### config.mk
export PLATFORM = sky130hd
export DESIGN_NAME = tmc_margin_ctrl
export DESIGN_NICKNAME = d
export VERILOG_FILES = /design/src/design/tmc_pkg.sv /design/src/design/tmc_esc_parser.sv /design/src/design/tmc_margin_ctrl.sv
export SDC_FILE = /design/constraint.sdc
export NUM_CORES = 1
export LEC_CHECK = 0
export BUFFER_PORTS_ARGS = -buffer_cell sky130_fd_sc_hd__buf_2
export CAP_MARGIN = 20
export CORE_MARGIN = 2
export CORE_UTILIZATION = 37
export DETAILED_ROUTE_END_ITERATION = 12
export PLACE_DENSITY = 0.55
export RECOVER_POWER = 100
export SLEW_MARGIN = 10
export SYNTH_ARGS = -nofsm -noshare
export SYNTH_HDL_FRONTEND = slang
export SYNTH_SLANG_ARGS = --single-unit
### constraint.sdc
create_clock -name sys_clk -period 4.66 [get_ports sys_clk]
set_input_delay 0.466 -clock sys_clk [delete_from_list [all_inputs] [get_ports sys_clk]]
set_output_delay 0.466 -clock sys_clk [all_outputs]
set_load 0.02 [all_outputs]
### src/design/tmc_pkg.sv
`default_nettype none

package tmc_pkg;

    // apb register byte offsets
    localparam logic [7:0] OFS_CTRL = 8'h00;
    localparam logic [7:0] OFS_CHAR = 8'h04;
    localparam logic [7:0] OFS_POS = 8'h08;
    localparam logic [7:0] OFS_HMARG = 8'h0C;
    localparam logic [7:0] OFS_VMARG = 8'h10;

    // control register fields and reset values
    localparam int CTRL_LOCAL_BIT = 0;
    localparam int CTRL_AUTOLF_BIT = 1;
    localparam logic CTRL_LOCAL_RST = 1'h1;
    localparam logic CTRL_AUTOLF_RST = 1'h0;

    // status field positions
    localparam int POS_CARR_LSB = 0;
    localparam int POS_LINE_LSB = 8;
    localparam int POS_PAGE_LSB = 16;
    localparam int HM_LEFT_LSB = 0;
    localparam int HM_RIGHT_LSB = 8;
    localparam int VM_TOP_LSB = 0;
    localparam int VM_LOWER_LSB = 8;

    // carriage and paper limits
    localparam logic [7:0] POS_MIN = 8'h01;
    localparam logic [7:0] POS_MAX = 8'h84;
    localparam logic [6:0] LINE_FIRST = 7'h01;
    localparam logic [6:0] PAGE_DEFAULT = 7'h42;
    localparam logic [6:0] PAGE_MIN = 7'h02;
    localparam logic [6:0] PAGE_MAX = 7'h7E;

    // character codes
    localparam logic [7:0] CH_BS = 8'h08;
    localparam logic [7:0] CH_HT = 8'h09;
    localparam logic [7:0] CH_LF = 8'h0A;
    localparam logic [7:0] CH_FF = 8'h0C;
    localparam logic [7:0] CH_CR = 8'h0D;
    localparam logic [7:0] CH_ESC = 8'h1B;
    localparam logic [7:0] CH_PRINT_LO = 8'h20;
    localparam logic [7:0] CH_PRINT_HI = 8'h7E;
    localparam logic [7:0] CH_DIG0 = 8'h30;
    localparam logic [7:0] CH_DIG9 = 8'h39;
    localparam logic [7:0] CH_UC_C = 8'h43;
    localparam logic [7:0] CH_UC_L = 8'h4C;
    localparam logic [7:0] CH_UC_P = 8'h50;
    localparam logic [7:0] CH_UC_T = 8'h54;

    typedef enum logic [4:0] {
        ST_IDLE = 5'b00001,
        ST_ESC = 5'b00010,
        ST_ESC_CR = 5'b00100,
        ST_ESC_FF = 5'b01000,
        ST_ESC_HT = 5'b10000
    } tmc_state_t;

    typedef enum logic [3:0] {
        CMD_PRINT = 4'h0,
        CMD_CR = 4'h1,
        CMD_LF = 4'h2,
        CMD_BS = 4'h3,
        CMD_FF = 4'h4,
        CMD_SET_LEFT = 4'h5,
        CMD_SET_RIGHT = 4'h6,
        CMD_SET_TOP = 4'h7,
        CMD_SET_LOWER = 4'h8,
        CMD_CLR_VERT = 4'h9,
        CMD_PAGE_LEN = 4'hA,
        CMD_ABS_TAB = 4'hB,
        CMD_CLEAR = 4'hC
    } tmc_cmd_t;

endpackage : tmc_pkg

`default_nettype wire

### src/design/tmc_esc_parser.sv
`timescale 1ns/1ps
`default_nettype none

module tmc_esc_parser (
    input wire logic sys_clk,
    input wire logic rst,
    input wire logic charValid,
    input wire logic [7:0] charData,
    output logic cmdValid,
    output var tmc_pkg::tmc_cmd_t cmdCode,
    output logic [7:0] cmdArg
);

    tmc_pkg::tmc_state_t state_ff;

    always_ff @(posedge sys_clk)
    begin
        if (rst)
        begin
            state_ff <= tmc_pkg::ST_IDLE;
            cmdValid <= 1'b0;
            cmdCode <= tmc_pkg::CMD_PRINT;
            cmdArg <= 8'h00;
        end
        else
        begin
            cmdValid <= 1'b0;
            if (charValid)
            begin
                cmdArg <= charData;
                state_ff <= tmc_pkg::ST_IDLE;
                case (state_ff)
                    tmc_pkg::ST_IDLE:
                    begin
                        cmdValid <= 1'b1;
                        case (charData)
                            tmc_pkg::CH_ESC:
                            begin
                                cmdValid <= 1'b0;
                                state_ff <= tmc_pkg::ST_ESC;
                            end
                            tmc_pkg::CH_CR: cmdCode <= tmc_pkg::CMD_CR;
                            tmc_pkg::CH_LF: cmdCode <= tmc_pkg::CMD_LF;
                            tmc_pkg::CH_BS: cmdCode <= tmc_pkg::CMD_BS;
                            tmc_pkg::CH_FF: cmdCode <= tmc_pkg::CMD_FF;
                            default:
                            begin
                                cmdCode <= tmc_pkg::CMD_PRINT;
                                // other control codes are outside this block
                                cmdValid <= (charData >= tmc_pkg::CH_PRINT_LO)
                                    && (charData <= tmc_pkg::CH_PRINT_HI);
                            end
                        endcase
                    end
                    tmc_pkg::ST_ESC:
                    begin
                        cmdValid <= 1'b1;
                        case (charData)
                            tmc_pkg::CH_DIG9: cmdCode <= tmc_pkg::CMD_SET_LEFT;
                            tmc_pkg::CH_DIG0: cmdCode <= tmc_pkg::CMD_SET_RIGHT;
                            tmc_pkg::CH_UC_T: cmdCode <= tmc_pkg::CMD_SET_TOP;
                            tmc_pkg::CH_UC_L: cmdCode <= tmc_pkg::CMD_SET_LOWER;
                            tmc_pkg::CH_UC_C: cmdCode <= tmc_pkg::CMD_CLR_VERT;
                            tmc_pkg::CH_CR:
                            begin
                                cmdValid <= 1'b0;
                                state_ff <= tmc_pkg::ST_ESC_CR;
                            end
                            tmc_pkg::CH_FF:
                            begin
                                cmdValid <= 1'b0;
                                state_ff <= tmc_pkg::ST_ESC_FF;
                            end
                            tmc_pkg::CH_HT:
                            begin
                                cmdValid <= 1'b0;
                                state_ff <= tmc_pkg::ST_ESC_HT;
                            end
                            default: cmdValid <= 1'b0;
                        endcase
                    end
                    tmc_pkg::ST_ESC_CR:
                    begin
                        // [RL2] clear on the final byte
                        // issued as soon as the final P byte is written; there is no buffer
                        cmdValid <= (charData == tmc_pkg::CH_UC_P);
                        cmdCode <= tmc_pkg::CMD_CLEAR;
                    end
                    tmc_pkg::ST_ESC_FF:
                    begin
                        // [RL18] page length byte
                        cmdValid <= 1'b1;
                        cmdCode <= tmc_pkg::CMD_PAGE_LEN;
                    end
                    tmc_pkg::ST_ESC_HT:
                    begin
                        cmdValid <= 1'b1;
                        cmdCode <= tmc_pkg::CMD_ABS_TAB;
                    end
                    default: state_ff <= tmc_pkg::ST_IDLE;
                endcase
            end
        end
    end

endmodule : tmc_esc_parser

`default_nettype wire

### src/design/tmc_margin_ctrl.sv
// Summary of operation
// [RL1] power-on in local, or remote ESC CR P, clears and resets the mechanism
// [RL2] remote clear acts only when its sequence leaves the print buffer; here it acts when the P byte is written, with no buffer
// [RL3] after clear left margin is position 1, right margin position 132
// [RL4] after clear top margin is current line, lower margin 66 lines on
// [RL5] ESC 9 stores carriage as left margin, ESC 0 as right margin
// [RL6] carriage return goes to the programmed left margin
// [RL7] backspace may pass left margin but never below position 1
// [RL8] crossing the right margin sounds the alarm, printing continues
// [RL9] at position 132 further printable characters are discarded
// [RL10] a new page length moves the lower margin to the new page end
// [RL11] vertical margins accepted only inside page with top before lower
// [RL12] ESC T stores the current line as top margin
// [RL13] ESC L stores the current line as lower margin
// [RL14] ESC C restores top to first line and lower to last line
// [RL15] form feed or line feed past lower margin goes to next top margin
// [RL16] absolute horizontal tab may go left of the margin down to 1
// [RL17] auto line feed switch adds a local line feed to each return
// [RL18] ESC FF n sets the page length to the value of n; the code ignores any n outside 2 to 126
// [RL19] carriage counter 1 to 132 and line counter from 1 track motion
`timescale 1ns/1ps
`default_nettype none

module tmc_margin_ctrl (
    input wire logic sys_clk,
    input wire logic rst,
    input wire logic psel,
    input wire logic penable,
    input wire logic pwrite,
    input wire logic [7:0] paddr,
    input wire logic [31:0] pwdata,
    output logic [31:0] prdata,
    output logic pready,
    output logic pslverr,
    output logic printStrobe,
    output logic [7:0] printChar,
    output logic alarmPulse,
    output logic discardPulse,
    output logic mechResetPulse,
    output logic [7:0] carriagePos,
    output logic [6:0] paperLine
);

    logic localMode_ff;
    logic autoLf_ff;
    logic [7:0] leftMargin_ff;
    logic [7:0] rightMargin_ff;
    logic [6:0] topMargin_ff;
    logic [6:0] lowerMargin_ff;
    logic [6:0] pageLen_ff;
    logic [31:0] nxt_prdata;
    logic nxt_pslverr;
    logic cmdValid;
    tmc_pkg::tmc_cmd_t cmdCode;
    logic [7:0] cmdArg;

    // one wait state keeps pready and prdata registered
    wire apbAccess = psel && penable;
    wire apbDone = apbAccess && pready;
    wire apbWrite = apbDone && pwrite && !pslverr;
    wire charValid = apbWrite && (paddr == tmc_pkg::OFS_CHAR);

    wire doCmd = cmdValid;
    // [RL1] remote clear gated by mode
    wire doClear = doCmd && (cmdCode == tmc_pkg::CMD_CLEAR) && !localMode_ff;
    wire doLineFeed = doCmd && ((cmdCode == tmc_pkg::CMD_LF)
        || ((cmdCode == tmc_pkg::CMD_CR) && autoLf_ff));
    wire atRightEnd = (carriagePos == tmc_pkg::POS_MAX);
    wire [6:0] argLine = cmdArg[6:0];

    function automatic logic [6:0] advanceLine(input logic [6:0] line,
        input logic [6:0] lower, input logic [6:0] top, input logic [6:0] len);
        begin
            // [RL15] lower margin wraps to top
            if (line == lower)
                advanceLine = top;
            else if (line >= len)
                advanceLine = tmc_pkg::LINE_FIRST;
            else
                advanceLine = line + 7'h01;
        end
    endfunction : advanceLine

    tmc_esc_parser u_parser (
        .sys_clk(sys_clk),
        .rst(rst),
        .charValid(charValid),
        .charData(pwdata[7:0]),
        .cmdValid(cmdValid),
        .cmdCode(cmdCode),
        .cmdArg(cmdArg)
    );

    always_comb
    begin
        nxt_prdata = 32'h00000000;
        nxt_pslverr = 1'b0;
        case (paddr)
            tmc_pkg::OFS_CTRL:
            begin
                nxt_prdata[tmc_pkg::CTRL_LOCAL_BIT] = localMode_ff;
                nxt_prdata[tmc_pkg::CTRL_AUTOLF_BIT] = autoLf_ff;
            end
            tmc_pkg::OFS_CHAR: nxt_prdata = 32'h00000000;
            tmc_pkg::OFS_POS:
            begin
                nxt_prdata[tmc_pkg::POS_CARR_LSB +: 8] = carriagePos;
                nxt_prdata[tmc_pkg::POS_LINE_LSB +: 7] = paperLine;
                nxt_prdata[tmc_pkg::POS_PAGE_LSB +: 7] = pageLen_ff;
            end
            tmc_pkg::OFS_HMARG:
            begin
                nxt_prdata[tmc_pkg::HM_LEFT_LSB +: 8] = leftMargin_ff;
                nxt_prdata[tmc_pkg::HM_RIGHT_LSB +: 8] = rightMargin_ff;
            end
            tmc_pkg::OFS_VMARG:
            begin
                nxt_prdata[tmc_pkg::VM_TOP_LSB +: 7] = topMargin_ff;
                nxt_prdata[tmc_pkg::VM_LOWER_LSB +: 7] = lowerMargin_ff;
            end
            default: nxt_pslverr = 1'b1;
        endcase
    end

    always_ff @(posedge sys_clk)
    begin
        if (rst)
        begin
            pready <= 1'b0;
            prdata <= 32'h00000000;
            pslverr <= 1'b0;
        end
        else
        begin
            pready <= apbAccess && !pready;
            if (apbAccess && !pready)
            begin
                prdata <= pwrite ? 32'h00000000 : nxt_prdata;
                pslverr <= nxt_pslverr;
            end
            else
            begin
                pslverr <= 1'b0;
            end
        end
    end

    always_ff @(posedge sys_clk)
    begin
        if (rst)
        begin
            localMode_ff <= tmc_pkg::CTRL_LOCAL_RST;
            autoLf_ff <= tmc_pkg::CTRL_AUTOLF_RST;
        end
        else if (apbWrite && (paddr == tmc_pkg::OFS_CTRL))
        begin
            localMode_ff <= pwdata[tmc_pkg::CTRL_LOCAL_BIT];
            autoLf_ff <= pwdata[tmc_pkg::CTRL_AUTOLF_BIT];
        end
    end

    // horizontal: carriage and left/right margins
    always_ff @(posedge sys_clk)
    begin
        if (rst || doClear)
        begin
            // [RL3] outermost horizontal margins
            carriagePos <= tmc_pkg::POS_MIN;
            leftMargin_ff <= tmc_pkg::POS_MIN;
            rightMargin_ff <= tmc_pkg::POS_MAX;
        end
        else if (doCmd)
        begin
            case (cmdCode)
                tmc_pkg::CMD_PRINT:
                begin
                    // [RL19] carriage advances per character
                    if (!atRightEnd)
                        carriagePos <= carriagePos + 8'h01;
                end
                // [RL6] return to left margin
                tmc_pkg::CMD_CR: carriagePos <= leftMargin_ff;
                tmc_pkg::CMD_BS:
                begin
                    // [RL7] floor at position 1
                    if (carriagePos > tmc_pkg::POS_MIN)
                        carriagePos <= carriagePos - 8'h01;
                end
                tmc_pkg::CMD_ABS_TAB:
                begin
                    // [RL16] tab ignores left margin
                    if ((cmdArg >= tmc_pkg::POS_MIN) && (cmdArg <= tmc_pkg::POS_MAX))
                        carriagePos <= cmdArg;
                end
                // [RL5] store horizontal margins
                tmc_pkg::CMD_SET_LEFT: leftMargin_ff <= carriagePos;
                tmc_pkg::CMD_SET_RIGHT: rightMargin_ff <= carriagePos;
                default: carriagePos <= carriagePos;
            endcase
        end
    end

    // vertical: paper line, page length and top/lower margins
    always_ff @(posedge sys_clk)
    begin
        if (rst || doClear)
        begin
            // [RL4] current paper line becomes line 1
            paperLine <= tmc_pkg::LINE_FIRST;
            topMargin_ff <= tmc_pkg::LINE_FIRST;
            lowerMargin_ff <= tmc_pkg::PAGE_DEFAULT;
            pageLen_ff <= tmc_pkg::PAGE_DEFAULT;
        end
        else if (doLineFeed)
        begin
            // [RL17] auto line feed on return
            paperLine <= advanceLine(paperLine, lowerMargin_ff, topMargin_ff, pageLen_ff);
        end
        else if (doCmd)
        begin
            case (cmdCode)
                // [RL15] form feed to next top
                tmc_pkg::CMD_FF: paperLine <= topMargin_ff;
                tmc_pkg::CMD_SET_TOP:
                begin
                    // [RL12] [RL11] top must precede lower
                    if (paperLine < lowerMargin_ff)
                        topMargin_ff <= paperLine;
                end
                tmc_pkg::CMD_SET_LOWER:
                begin
                    // [RL13] [RL11] lower inside page
                    if ((paperLine > topMargin_ff) && (paperLine <= pageLen_ff))
                        lowerMargin_ff <= paperLine;
                end
                tmc_pkg::CMD_CLR_VERT:
                begin
                    // [RL14] restore page limits
                    topMargin_ff <= tmc_pkg::LINE_FIRST;
                    lowerMargin_ff <= pageLen_ff;
                end
                tmc_pkg::CMD_PAGE_LEN:
                begin
                    // [RL18] [RL10] lower follows page end
                    if ((argLine >= tmc_pkg::PAGE_MIN) && (argLine <= tmc_pkg::PAGE_MAX)
                        && !cmdArg[7])
                    begin
                        pageLen_ff <= argLine;
                        lowerMargin_ff <= argLine;
                        if (topMargin_ff >= argLine)
                            topMargin_ff <= tmc_pkg::LINE_FIRST;
                        if (paperLine > argLine)
                            paperLine <= tmc_pkg::LINE_FIRST;
                    end
                end
                default: paperLine <= paperLine;
            endcase
        end
    end

    // event outputs toward the mechanism
    always_ff @(posedge sys_clk)
    begin
        if (rst)
        begin
            printStrobe <= 1'b0;
            printChar <= 8'h00;
            alarmPulse <= 1'b0;
            discardPulse <= 1'b0;
            // held high throughout reset and dropped on the first clock edge after reset is released
            mechResetPulse <= 1'b1;
        end
        else
        begin
            mechResetPulse <= doClear;
            printStrobe <= 1'b0;
            alarmPulse <= 1'b0;
            discardPulse <= 1'b0;
            if (doCmd && (cmdCode == tmc_pkg::CMD_PRINT))
            begin
                printChar <= cmdArg;
                // [RL9] discard at the extreme right
                printStrobe <= !atRightEnd;
                discardPulse <= atRightEnd;
                // [RL8] alarm on passing right margin
                alarmPulse <= (carriagePos == rightMargin_ff) && !atRightEnd;
            end
        end
    end
endmodule : tmc_margin_ctrl

`default_nettype wire

# == After elaboration in Yosys (flattened, before gate mapping) ==
# Cells that the tools add are included.
# op_classes
add_sub_neg,3
order_cmp,13
n_eq_ne,47
n_mux,35
bitwise,4
n_reduce_logical,48
# ops
op,n
7-bit two-way mux,12
7-bit case mux with 3 select lines,3
4-bit case mux with 5 select lines,3
8-bit by 4-bit equality test with 1-bit output (second input constant),7
8-bit by 7-bit equality test with 1-bit output (second input constant),4
8-bit case mux with 4 select lines,1
5-bit case mux with 3 select lines,2
8-bit two-way mux,3
23-bit two-way mux,1
4-bit equality test (second input constant),5
1-bit logical AND,18
4-bit by 3-bit equality test with 1-bit output (second input constant),4
8-bit by 5-bit equality test with 1-bit output (second input constant),2
8-bit by 6-bit equality test with 1-bit output (second input constant),2
2-bit != test (second input constant),8
7-bit greater-or-equal comparator,2
7-bit greater-than comparator,2
7-bit case mux with 2 select lines,1
4-bit AND reduction,3
5-bit case mux with 2 select lines,1
5-bit AND reduction,2
5-bit OR reduction,2
3-bit nonzero test,3
8-bit by 1-bit adder with 8-bit output (second input constant),1
41 further kinds,58
# totals
ff_bits,118
in_bits,45
output_inout_bits,61
word_cells,171

# == Logic depth before layout (Yosys ltp) ==
# Gate-level depths: netlist of run 1.
# logic_depth
word_depth,7
ltp_mapped,9
mapped_depth_nobuf,8

# == By module ==
# Synthesis of run 1 repeated with hierarchy kept, for this count alone.
# unflattened
cells_unflattened,871
area_unflattened_um2,6851.6
# modules_own_cells
module,instances,cells_per_inst,area_per_inst_um2,seq_area_each_um2
tmc_margin_ctrl,1,715,5589.1,1821.7
tmc_esc_parser,1,156,1262.5,360.3

# == Worst setup path before layout of run 1 ==
# No wires, ideal clock.
# synth_timing
path_kind,reg-to-reg
from,reg paperLine[0]
to,reg paperLine[0]
setup_ps,137
t_arrival_ps,2251
t_required_ps,4523
slack_ps,2272
stages_incl_launch_ff,10
path_buffers,1
period_less_slack_ps,2388
path_cell_list,dfxtp_1 > inv_1 > ha_1 > nand3_1 > nor2_1 > or4b_2 > clkbuf_1 > nor2_1 > a22o_1 > a32oi_1
# synth_between
elab_chain_cells,4
elab_cells_between_ends,9
classes_between,add/sub (1); order compare (2); eq/ne (2); mux (3); reduce/logical (1)
# synth_rtl
item,line_no,text
"start, declared",tmc_margin_ctrl.sv:41,output logic [6:0] paperLine
"start signal, assigned",tmc_margin_ctrl.sv:209,paperLine <= tmc_pkg::LINE_FIRST;
"start signal, assigned",tmc_margin_ctrl.sv:217,"paperLine <= advanceLine(paperLine, lowerMargin_ff, topMargin_ff, pageLen_ff);"
"start signal, assigned",tmc_margin_ctrl.sv:223,tmc_pkg::CMD_FF: paperLine <= topMargin_ff;
7-bit by 1-bit adder with 7-bit output or 7-bit greater-or-equal comparator (tied branches),"tmc_margin_ctrl.sv:80, tmc_margin_ctrl.sv:77",
7-bit two-way mux,tmc_margin_ctrl.sv:77,else if (line >= len)
7-bit two-way mux,tmc_margin_ctrl.sv:75,if (line == lower)
7-bit two-way mux,tmc_margin_ctrl.sv:214,else if (doLineFeed)
# Parallel ways exist; a longest one is shown, timed or not.
# A chain may end at the register's enable or synchronous reset.

# == Worst setup path after layout of run 1 ==
# layout_timing
from,reg u_parser.cmdCode[0]
to,reg carriagePos[2]
# layout_between
elab_chain_cells,4
elab_cells_between_ends,14
classes_between,eq/ne (7); mux (1); reduce/logical (6)
# layout_rtl
item,line_no,text
"start, declared",tmc_esc_parser.sv:10,"output var tmc_pkg::tmc_cmd_t cmdCode,"
"start signal, assigned",tmc_esc_parser.sv:22,cmdCode <= tmc_pkg::CMD_PRINT;
"start signal, assigned",tmc_esc_parser.sv:42,tmc_pkg::CH_CR: cmdCode <= tmc_pkg::CMD_CR;
"start signal, assigned",tmc_esc_parser.sv:43,tmc_pkg::CH_LF: cmdCode <= tmc_pkg::CMD_LF;
branches (longest 4 deep; another with 5-bit AND reduction),-,
"end signal, assigned",tmc_margin_ctrl.sv:168,carriagePos <= tmc_pkg::POS_MIN;
"end signal, assigned",tmc_margin_ctrl.sv:179,carriagePos <= carriagePos + 8'h01;
"end signal, assigned",tmc_margin_ctrl.sv:182,tmc_pkg::CMD_CR: carriagePos <= leftMargin_ff;
"end, declared",tmc_margin_ctrl.sv:40,"output logic [7:0] carriagePos,"
# Parallel ways; which one is timed is not known.

==> results of run 1 <==
## sequential cells by signal, indices dropped and copies added, names as in the netlist, 4 cells and up
signal,count
prdata,23
carriagePos,8
leftMargin_ff,8
printChar,8
rightMargin_ff,8
u_parser.cmdArg,8
lowerMargin_ff,7
pageLen_ff,7
paperLine,7
topMargin_ff,7
u_parser.state_ff,5
u_parser.cmdCode,4
## power by group through the flow
stage / combinational [mW] / sequential [mW] / clock [mW]
after floorplan: 0.0504 / 0.956 / 0
after global placement: 0.0724 / 0.954 / 0
after detailed placement: 0.0725 / 0.954 / 0
after CTS: 0.0724 / 0.932 / 0.797
after global routing: 0.0789 / 0.932 / 0.835
final: 0.0710 / 0.932 / 0.773
## routing by layer
metal | share of wire, % | GRT usage [%] | up-vias
li1 | - | - | 3117
met1 | 46 | 28.5 | 2966
met2 | 46 | 34.2 | 183
met3 | 5.1 | 3.32 | 31
met4 | 2.3 | 7.18 | 0
met5 | 0 | 0 | -
## cell type report
cell class | count | area [sq um]
multi-input combinational | 631 | 4210
clock inverter | 4 | 48.8
sequential | 109 | 2180
tap | 229 | 287
timing repair buffer | 79 | 337
inverter | 37 | 139
fill | 1923 | 10700
clock buffer | 11 | 233
## cells in the mapped netlist (3+ instances only)
cell	instances	area share (%)
nand2_1	73	4.0
inv_1	36	2.0
o32ai_1	3	0.38
nor2_2	3	0.27
nor3_1	14	1.0
mux2i_1	38	5.6
buf_2	17	1.2
a41oi_1	3	0.38
nor4_1	4	0.37
a211oi_1	8	0.88
clkbuf_1	36	2.0
nand3_1	26	1.9
buf_4	10	1.1
o21ai_0	33	2.4
nand4_1	14	1.3
a21o_1	8	0.88
nor3b_1	4	0.44
nand2b_1	11	1.0
o221ai_1	4	0.51
a32o_1	6	0.88
nand3b_1	3	0.33
o31ai_1	9	0.99
a21oi_1	57	4.2
nor2b_1	13	1.2
buf_1	7	0.38
a22oi_1	6	0.66
or4_1	3	0.33
o211ai_1	7	0.77
a22o_1	6	0.77
o22ai_1	7	0.64
a32oi_1	4	0.51
and3b_1	4	0.51
o2bb2ai_1	8	1.0
nor2_1	93	5.1
a221oi_1	4	0.51
and3_1	10	0.91
or3_1	5	0.46
xnor2_1	3	0.38
a222oi_1	15	2.2
ha_1	39	7.1
xor2_1	14	1.8
and2_1	4	0.37
dfxtp_1	109	32
nor4bb_1	4	0.58
## cells by family (layout without fill, tap and decap cells)
group	Yosys count	after routing	synth area share, %
simple gates	306	306	22.4
compound gates	220	220	23.6
flops	109	109	31.8
buf+inv	109	131	6.96
mux	40	40	5.88
fa+ha+maj	39	39	7.12
xor+xnor	17	17	2.17
other cells	1	9	0.0547
## critical path, cell delays in order (launching register included)
cell and delay (ns):
dfxtp_1 0.73, nor2b_1 0.58, o21ai_0 0.61, a211oi_4 0.80, o221ai_1 0.27, o211a_1 0.18
## final timing paths
check | startpoint | endpoint | slack (ns) | cells past startpoint
worst max-delay path | u_parser.cmdCode[0] | carriagePos[2] | 1.38 | 5
worst max register to register | u_parser.cmdCode[0] | carriagePos[2] | 1.38 | 5
worst min register to register | prdata[5] | prdata[5] | 0.45 | 2
worst min-delay path | rst | prdata[7] | 0.42 | 2
## per-stage QoR
stage	hold WS, ns	power [mW]	setup slack (ns)	utilization, %	instance area [sq um]
2_1_floorplan	0.448	1.01	2.27	-	6880
3_3_place_gp	0.431	1.03	1.68	40.1	7250
3_5_place_dp	0.437	1.03	1.68	40.1	7250
4_1_cts	0.407	1.80	1.64	41.6	7530
5_1_grt	0.448	1.85	1.17	41.1	7430
6_report	0.420	1.78	1.38	41.1	7430
==> impl_results.md, run 1 <==
* Synth async-reset ratio at 0%
* Htree depth at 3
* Largest net degree at the start of global routing at 35
* Total track usage at 21.0%
* Worst-margin pin slew at 1.39 ns
* FP Rows at 49
* Ys Warns at 0
* #FFs+latches synth at around 110
* DIE WIDTH at ~140 um
* Primary FF master, synth: dfxtp_1
* Die H at 140 um
* Clock share of power at a little over two fifths
* Critical Path AT at 3.55 ns
* Gpl congestion at 0.857
* Synthesis-to-finish area growth at 8.46%
* Critical path peak fanout at 19
* Failing checks: DRC
* Worst-Skew Late Latency at 0.36 ns
* Number of global-route vias before repair at 5839
* IO Port Bufs at 72
* Setup Buffers After CTS at 0
* Root buf cell: clkbuf_16
* N_diodes at 0
* Fin crit period at 3.28 ns
* Min-Delay Path Class: input pin to flip-flop
* Avg WL per Cell at roughly 19 um
* PwrDens at approximately 240 nW/um^2
* Routed Antenna Nets at 0
* Routed vias at 6297
* Setup TNS at 0 ns
* Max cap viols at 0
* Most common cell after layout, fill and taps aside: dfxtp_1
* Initial antenna violation count at 0
* First-pass GRT wire length at about 33000 um
* Most frequent cells in the layout: 109 x dfxtp_1, 95 x nor2_1, 73 x nand2_1
* Final Non-Filler Cells at 1100
* Internal at 1.37 mW
* # placed instances at between 1000 and 1500
* Worst vdd ir at 171 uV
* Max Freq at 304 MHz
* # setup viols final at 0
* Share of cells above drive strength 1 at under 10%
* DP HPWL at 15000 um
* Synth Area per Inst at 8.15 sq um
* Post-CTS sizing at 0
* Clock Sink Count at 109
* Num CTS Buffers at 9
* Area of the die at 19600 sq um
* Max-slew violations at 0
* Via/cell ratio at approximately 5.7
* Post-route DRC at 2
* CTS tree: done
* Net Sw Frac at 23.2%
* Core footprint at 18100 sq um
* # hold bufs at CTS at 0
* Router iterations before antenna repair at 11
* EDFF count, synth at 0
* First-iteration detailed-routing DRC count at 520
* Nets at roughly 950
* Crit. End Element: flip-flop
* Gate Count Post-Synth at 841
* Synth cell types at 84
* Routed wire length at ~21000 um
* Outcome: complete, but fails checks
* CP required at 4.92 ns
* Combinational share of power at 4.0%
* Max_slew headroom at 7.40%
* Overflow after GRT at 0
* Cell Area, Synth at 6850 sq um
* Clk pin slew, worst setup/hold paths at 0.07 ns
* CTS Buffer Depth at 2
* Initial core utilization at 37.9%
* Startpoint Class: flip-flop
* Final clock skew at 0.0116 ns
* RSZ-0062 raised after global routing: no
* Final Cycle Share at between 70% and 80%
* Sequential power share at 52.5%
* P_sw at about 0.41 mW
* I/O Pins at 106
* Final hold vios at 0
* Sequential share of the synthesized area at 31.8%
* Static Leakage at 2.73 nW
* Critical path class: flip-flop to flip-flop
No activity file was read; power rests on OpenSTA's default activity.
==> inputs of run 2 (changes only) <==
clock period = 3.2 ns   (was 4.66 ns; I/O delays follow)
==> impl_results.md, run 2 (synthesis gave the netlist of run 1 again) <==
* Post-route DRC at 3
* Avg WL per Cell at about 19 um
* N_diodes at 0
* Clk pin slew, worst setup/hold paths at 0.07 ns
* Routed Antenna Nets at 0
* RSZ-0062 raised after global routing: no
* Critical Path AT at around 3.1 ns
* Final Cycle Share at 87.6%
* Area of the die at just under 20000 sq um
* Overflow after GRT at 0
* # hold bufs at CTS at 0
* Via/cell ratio at 5.74
* First-iteration detailed-routing DRC count at 608
* CP required at ~3.5 ns
* Gpl congestion at between 0.8 and 0.9
* Failing checks: DRC
* Total track usage at 22.0%
* Most common cell after layout, fill and taps aside: dfxtp_1
* I/O Pins at 106
* Fin crit period at 2.80 ns
* Router iterations before antenna repair at 12
* Clock Sink Count at ~110
* Max FFs per register at 23
* IO Port Bufs at 72
* Root buf cell: clkbuf_16
* Final hold vios at 0
* CTS Buffer Depth at 2
* Synthesis-to-finish area growth at 11.6%
* Max-slew violations at 0
* Layout Utilization at 42.3%
* Worst reg2reg path depth at 6
* Max Freq at 357 MHz
* Post-DP Area at 7450 sq um
* Die H at around 140 um
* DIE WIDTH at 140 um
* PwrDens at 357 nW/um^2
* Final clock skew at 0.0124 ns
* Area of the multi-input gates at around 4200 sq um
* Core footprint at approximately 18000 sq um
* Max_slew headroom at about a quarter
* Htree depth at 3
* Post-CTS sizing at 0
* Crit. End Element: flip-flop
* Most frequent cells in the layout: 109 x dfxtp_1, 95 x nor2_1, 73 x nand2_1
* Initial core utilization at 37.9%
* Static Leakage at between 2 and 3 nW
* Number of global-route vias before repair at 6125
* Share of cells above drive strength 1 at 9.35%
* Register Area at between 2000 and 2500 sq um
* Fin area at 7650 sq um
* DP HPWL at 15500 um
* Routed vias at 6464
* First-pass GRT wire length at 34200 um
* Critical path class: flip-flop to flip-flop
* Outcome: complete, but fails checks
* Hold depth at 3
* Max cap viols at 0
* # setup viols final at 0
* Min-Delay Path Class: input pin to flip-flop
* Routed wire length at 21300 um
* Fill cells at 1895
* Worst-margin pin slew at about 1.1 ns
* Worst-Skew Late Latency at 0.36 ns
* Top reg by flops: prdata
* Critical path peak fanout at 27
* Setup Buffers After CTS at 0
* Setup TNS at 0 ns
* Startpoint Class: flip-flop
* Largest net degree at the start of global routing at between 40 and 50
* FP Rows at just under 50
* CTS tree: done
* Worst vdd ir at 256 uV
* Nets at 977
* Initial antenna violation count at 0
* Num CTS Buffers at 9
-- run 2: area by class of cell --
type | instances | share of cell area [%]
clock buffers | 9 | 2.95
clock inverters | 7 | 1.37
inverters | 37 | 1.82
multi-input cells | 631 | 55.0
flip-flops and latches | 109 | 28.5
well taps | 229 | 3.75
repair buffers | 105 | 6.59
-- run 2: per-layer routing --
layer | part of all wire (%) | vias up | track usage [%] | routed length [um]
met5 | 0 | - | 0 | 0
met4 | 2.6 | 0 | 7.34 | 556
met3 | 4.8 | 33 | 3.42 | 1020
met2 | 46 | 198 | 35.8 | 9880
met1 | 46 | 3074 | 29.9 | 9860
li1 | - | 3159 | - | -
-- run 2: worst max-delay path, stage by stage, from the launching register on --
cell and delay (ns):
dfxtp_1 0.74, nor2_1 0.32, a31oi_2 0.27, clkinv_1 0.27
clkbuf_2 0.50, a21oi_2 0.43, a32o_1 0.18
-- run 2: metrics by stage --
stage               cells  setup slack, ns  power (mW)  hold WS [ns]
floorplan             849            0.812        1.47         0.448
global placement     1111            0.704        1.50         0.430
detailed placement   1111            0.711        1.50         0.437
CTS                  1127            0.673        2.76         0.288
global route         1127            0.270        2.82         0.311
finish               1127            0.396        2.73         0.304
-- run 2: where the power goes --
part | leakage (nW) | switching (mW) | internal, mW
Sequential | 0.879 | 0.000920 | 1.36
Combinational | 1.85 | 0.0777 | 0.0268
Clock | 0.159 | 0.568 | 0.700
Total | 2.89 | 0.646 | 2.08
-- run 2: worst paths after layout --
path,from,to,slack [ns]
setup / recovery,u_parser.cmdCode[0],paperLine[2],0.40
hold / removal,pwdata[7],u_parser.cmdArg[7],0.30
setup reg to reg,u_parser.cmdCode[0],paperLine[2],0.40
hold reg to reg,prdata[5],prdata[5],0.45
==> inputs of run 3 (changes only) <==
CORE_ASPECT_RATIO = 1.1   (was default)
==> impl_results.md, run 3 (synthesis gave the netlist of run 1 again) <==
* Setup TNS at 0 ns
* Synthesis-to-finish area growth at 11.2%
* Post-CTS sizing at 0
* Number of global-route vias before repair at 5945
* Area of the multi-input gates at around 4200 sq um
* Share of cells above drive strength 1 at 9.02%
* PwrDens at between 300 and 400 nW/um^2
* Htree depth at 3
* Crit path top cell by count: nor2_1
* Final clock skew at around 0.011 ns
* DIE WIDTH at 134 um
* I/O Pins at 106
* Fin crit period at 2.76 ns
* Min-Delay Path Class: input pin to flip-flop
* Setup Buffers After CTS at 0
* Fin worst setup slack at 0.437 ns
* Total track usage at 21.6%
* Routed Antenna Nets at 0
* CP delay by family, top: simple AND/OR/NAND/NOR gates
* Num CTS Buffers at 9
* Worst vdd ir at 256 uV
* Gpl congestion at 0.866
* Avg WL per Cell at approximately 19 um
* # setup viols final at 0
* Final hold vios at 0
* Root buf cell: clkbuf_16
* Post-route DRC at 0
* First-iteration detailed-routing DRC count at approximately 560
* Critical path peak fanout at 11
* Via/cell ratio at approximately 5.6
* CP required at roughly 3.5 ns
* Top reg by flops: prdata
* First-pass GRT wire length at 33300 um
* CTS tree: done
* Cell Chain, Critical Path: clkbuf_1 -> nand2b_1 -> nor2_1 -> nand2_1 -> nor2_1 -> mux2i_1 -> nor2_1
* # hold bufs at CTS at 0
* Initial core utilization at 37.5%
* Static Leakage at 2.86 nW
* Most frequent cells in the layout: 109 x dfxtp_1, 95 x nor2_1, 73 x nand2_1
* Area of the die at 19600 sq um
* Router iterations before antenna repair at 5
* Critical path class: flip-flop to flip-flop
* DP HPWL at 15900 um
* Design Power at 2.58 mW
* Final Cycle Share at 86.4%
* Fill cells at 1956
* Clk pin slew, worst setup/hold paths at 0.07 ns
* Clock Sink Count at 109
* CTS Buffer Depth at 2
* Max FFs per register at 23
* Overflow after GRT at 0
* Startpoint Class: flip-flop
* Pre-CTS setup slack at 0.575 ns
* IO Port Bufs at 72
* FP Rows at 52
* Worst-margin pin slew at 1.10 ns
* Max-slew violations at 0
* Nets at roughly 980
* Max cap viols at 0
* N_diodes at 0
* Most common cell after layout, fill and taps aside: dfxtp_1
* Worst-Skew Late Latency at approximately 0.37 ns
* Max stage delay on crit path at 0.66 ns
* Routed vias at 6400
* Max_slew headroom at approximately a quarter
* Routed wire length at 21300 um
* Worst Path Buf+Inv at 1
* Crit. End Element: flip-flop
* Outcome: finished, final reports clean
* CP max-delay cell: nor2_1
* Max Freq at between 300 and 400 MHz
* Initial antenna violation count at 0
* Core footprint at 18300 sq um
* RSZ-0062 raised after global routing: no
* Largest net degree at the start of global routing at 44
* Die H at between 100 and 150 um
* Critical Path AT at 3.02 ns
* Register Area at between 2000 and 2500 sq um
run 3: layout make-up:
| class | instances | share of cell area [%] |
|---|---|---|
| clock inverters | 6 | 0.723 |
| repair buffers | 105 | 6.67 |
| multi-input cells | 631 | 55.0 |
| inverters | 37 | 1.82 |
| flip-flops and latches | 109 | 28.6 |
| clock buffers | 10 | 3.14 |
| well taps | 243 | 3.99 |
run 3: stage by stage:
| stage | instance area [sq um] | hold slack (ns) | cells | util, % |
|---|---|---|---|---|
| after floorplan | 6880 | 0.448 | 849 | - |
| after global placement | 7470 | 0.431 | 1125 | 40.8 |
| after detailed placement | 7470 | 0.440 | 1125 | 40.8 |
| after CTS | 7760 | 0.289 | 1141 | 42.5 |
| after global routing | 7620 | 0.316 | 1141 | 41.7 |
| final | 7620 | 0.294 | 1141 | 41.7 |
run 3: worst paths after layout:
| check | start | endpoint | slack, ns | depth (start not counted) |
|---|---|---|---|---|
| max reg2reg | u_parser.cmdCode[0] | pageLen_ff[2] | 0.44 | 7 |
| min reg2reg | prdata[9] | prdata[9] | 0.45 | 2 |
| min | pwdata[5] | u_parser.cmdArg[5] | 0.29 | 3 |
| max | u_parser.cmdCode[0] | pageLen_ff[2] | 0.44 | 7 |
run 3: routing by layer:
| metal | vias up | track usage, % | share of wire (%) |
|---|---|---|---|
| met5 | - | 0 | 0 |
| met4 | 0 | 6.60 | 2.3 |
| met3 | 34 | 2.97 | 3.9 |
| met2 | 163 | 36.8 | 49 |
| met1 | 3032 | 28.4 | 45 |
| li1 | 3171 | - | - |
run 3: tightest hold or removal path: stages:
cell	delay, ns
buf_2	0.15
mux2i_1	0.08
nor2_1	0.07
run 3: power by group:
part	switching, mW	internal, mW	total [mW]
combinational	0.0773	0.0280	0.105
sequential	0.00115	1.36	1.36
clock	0.555	0.564	1.12
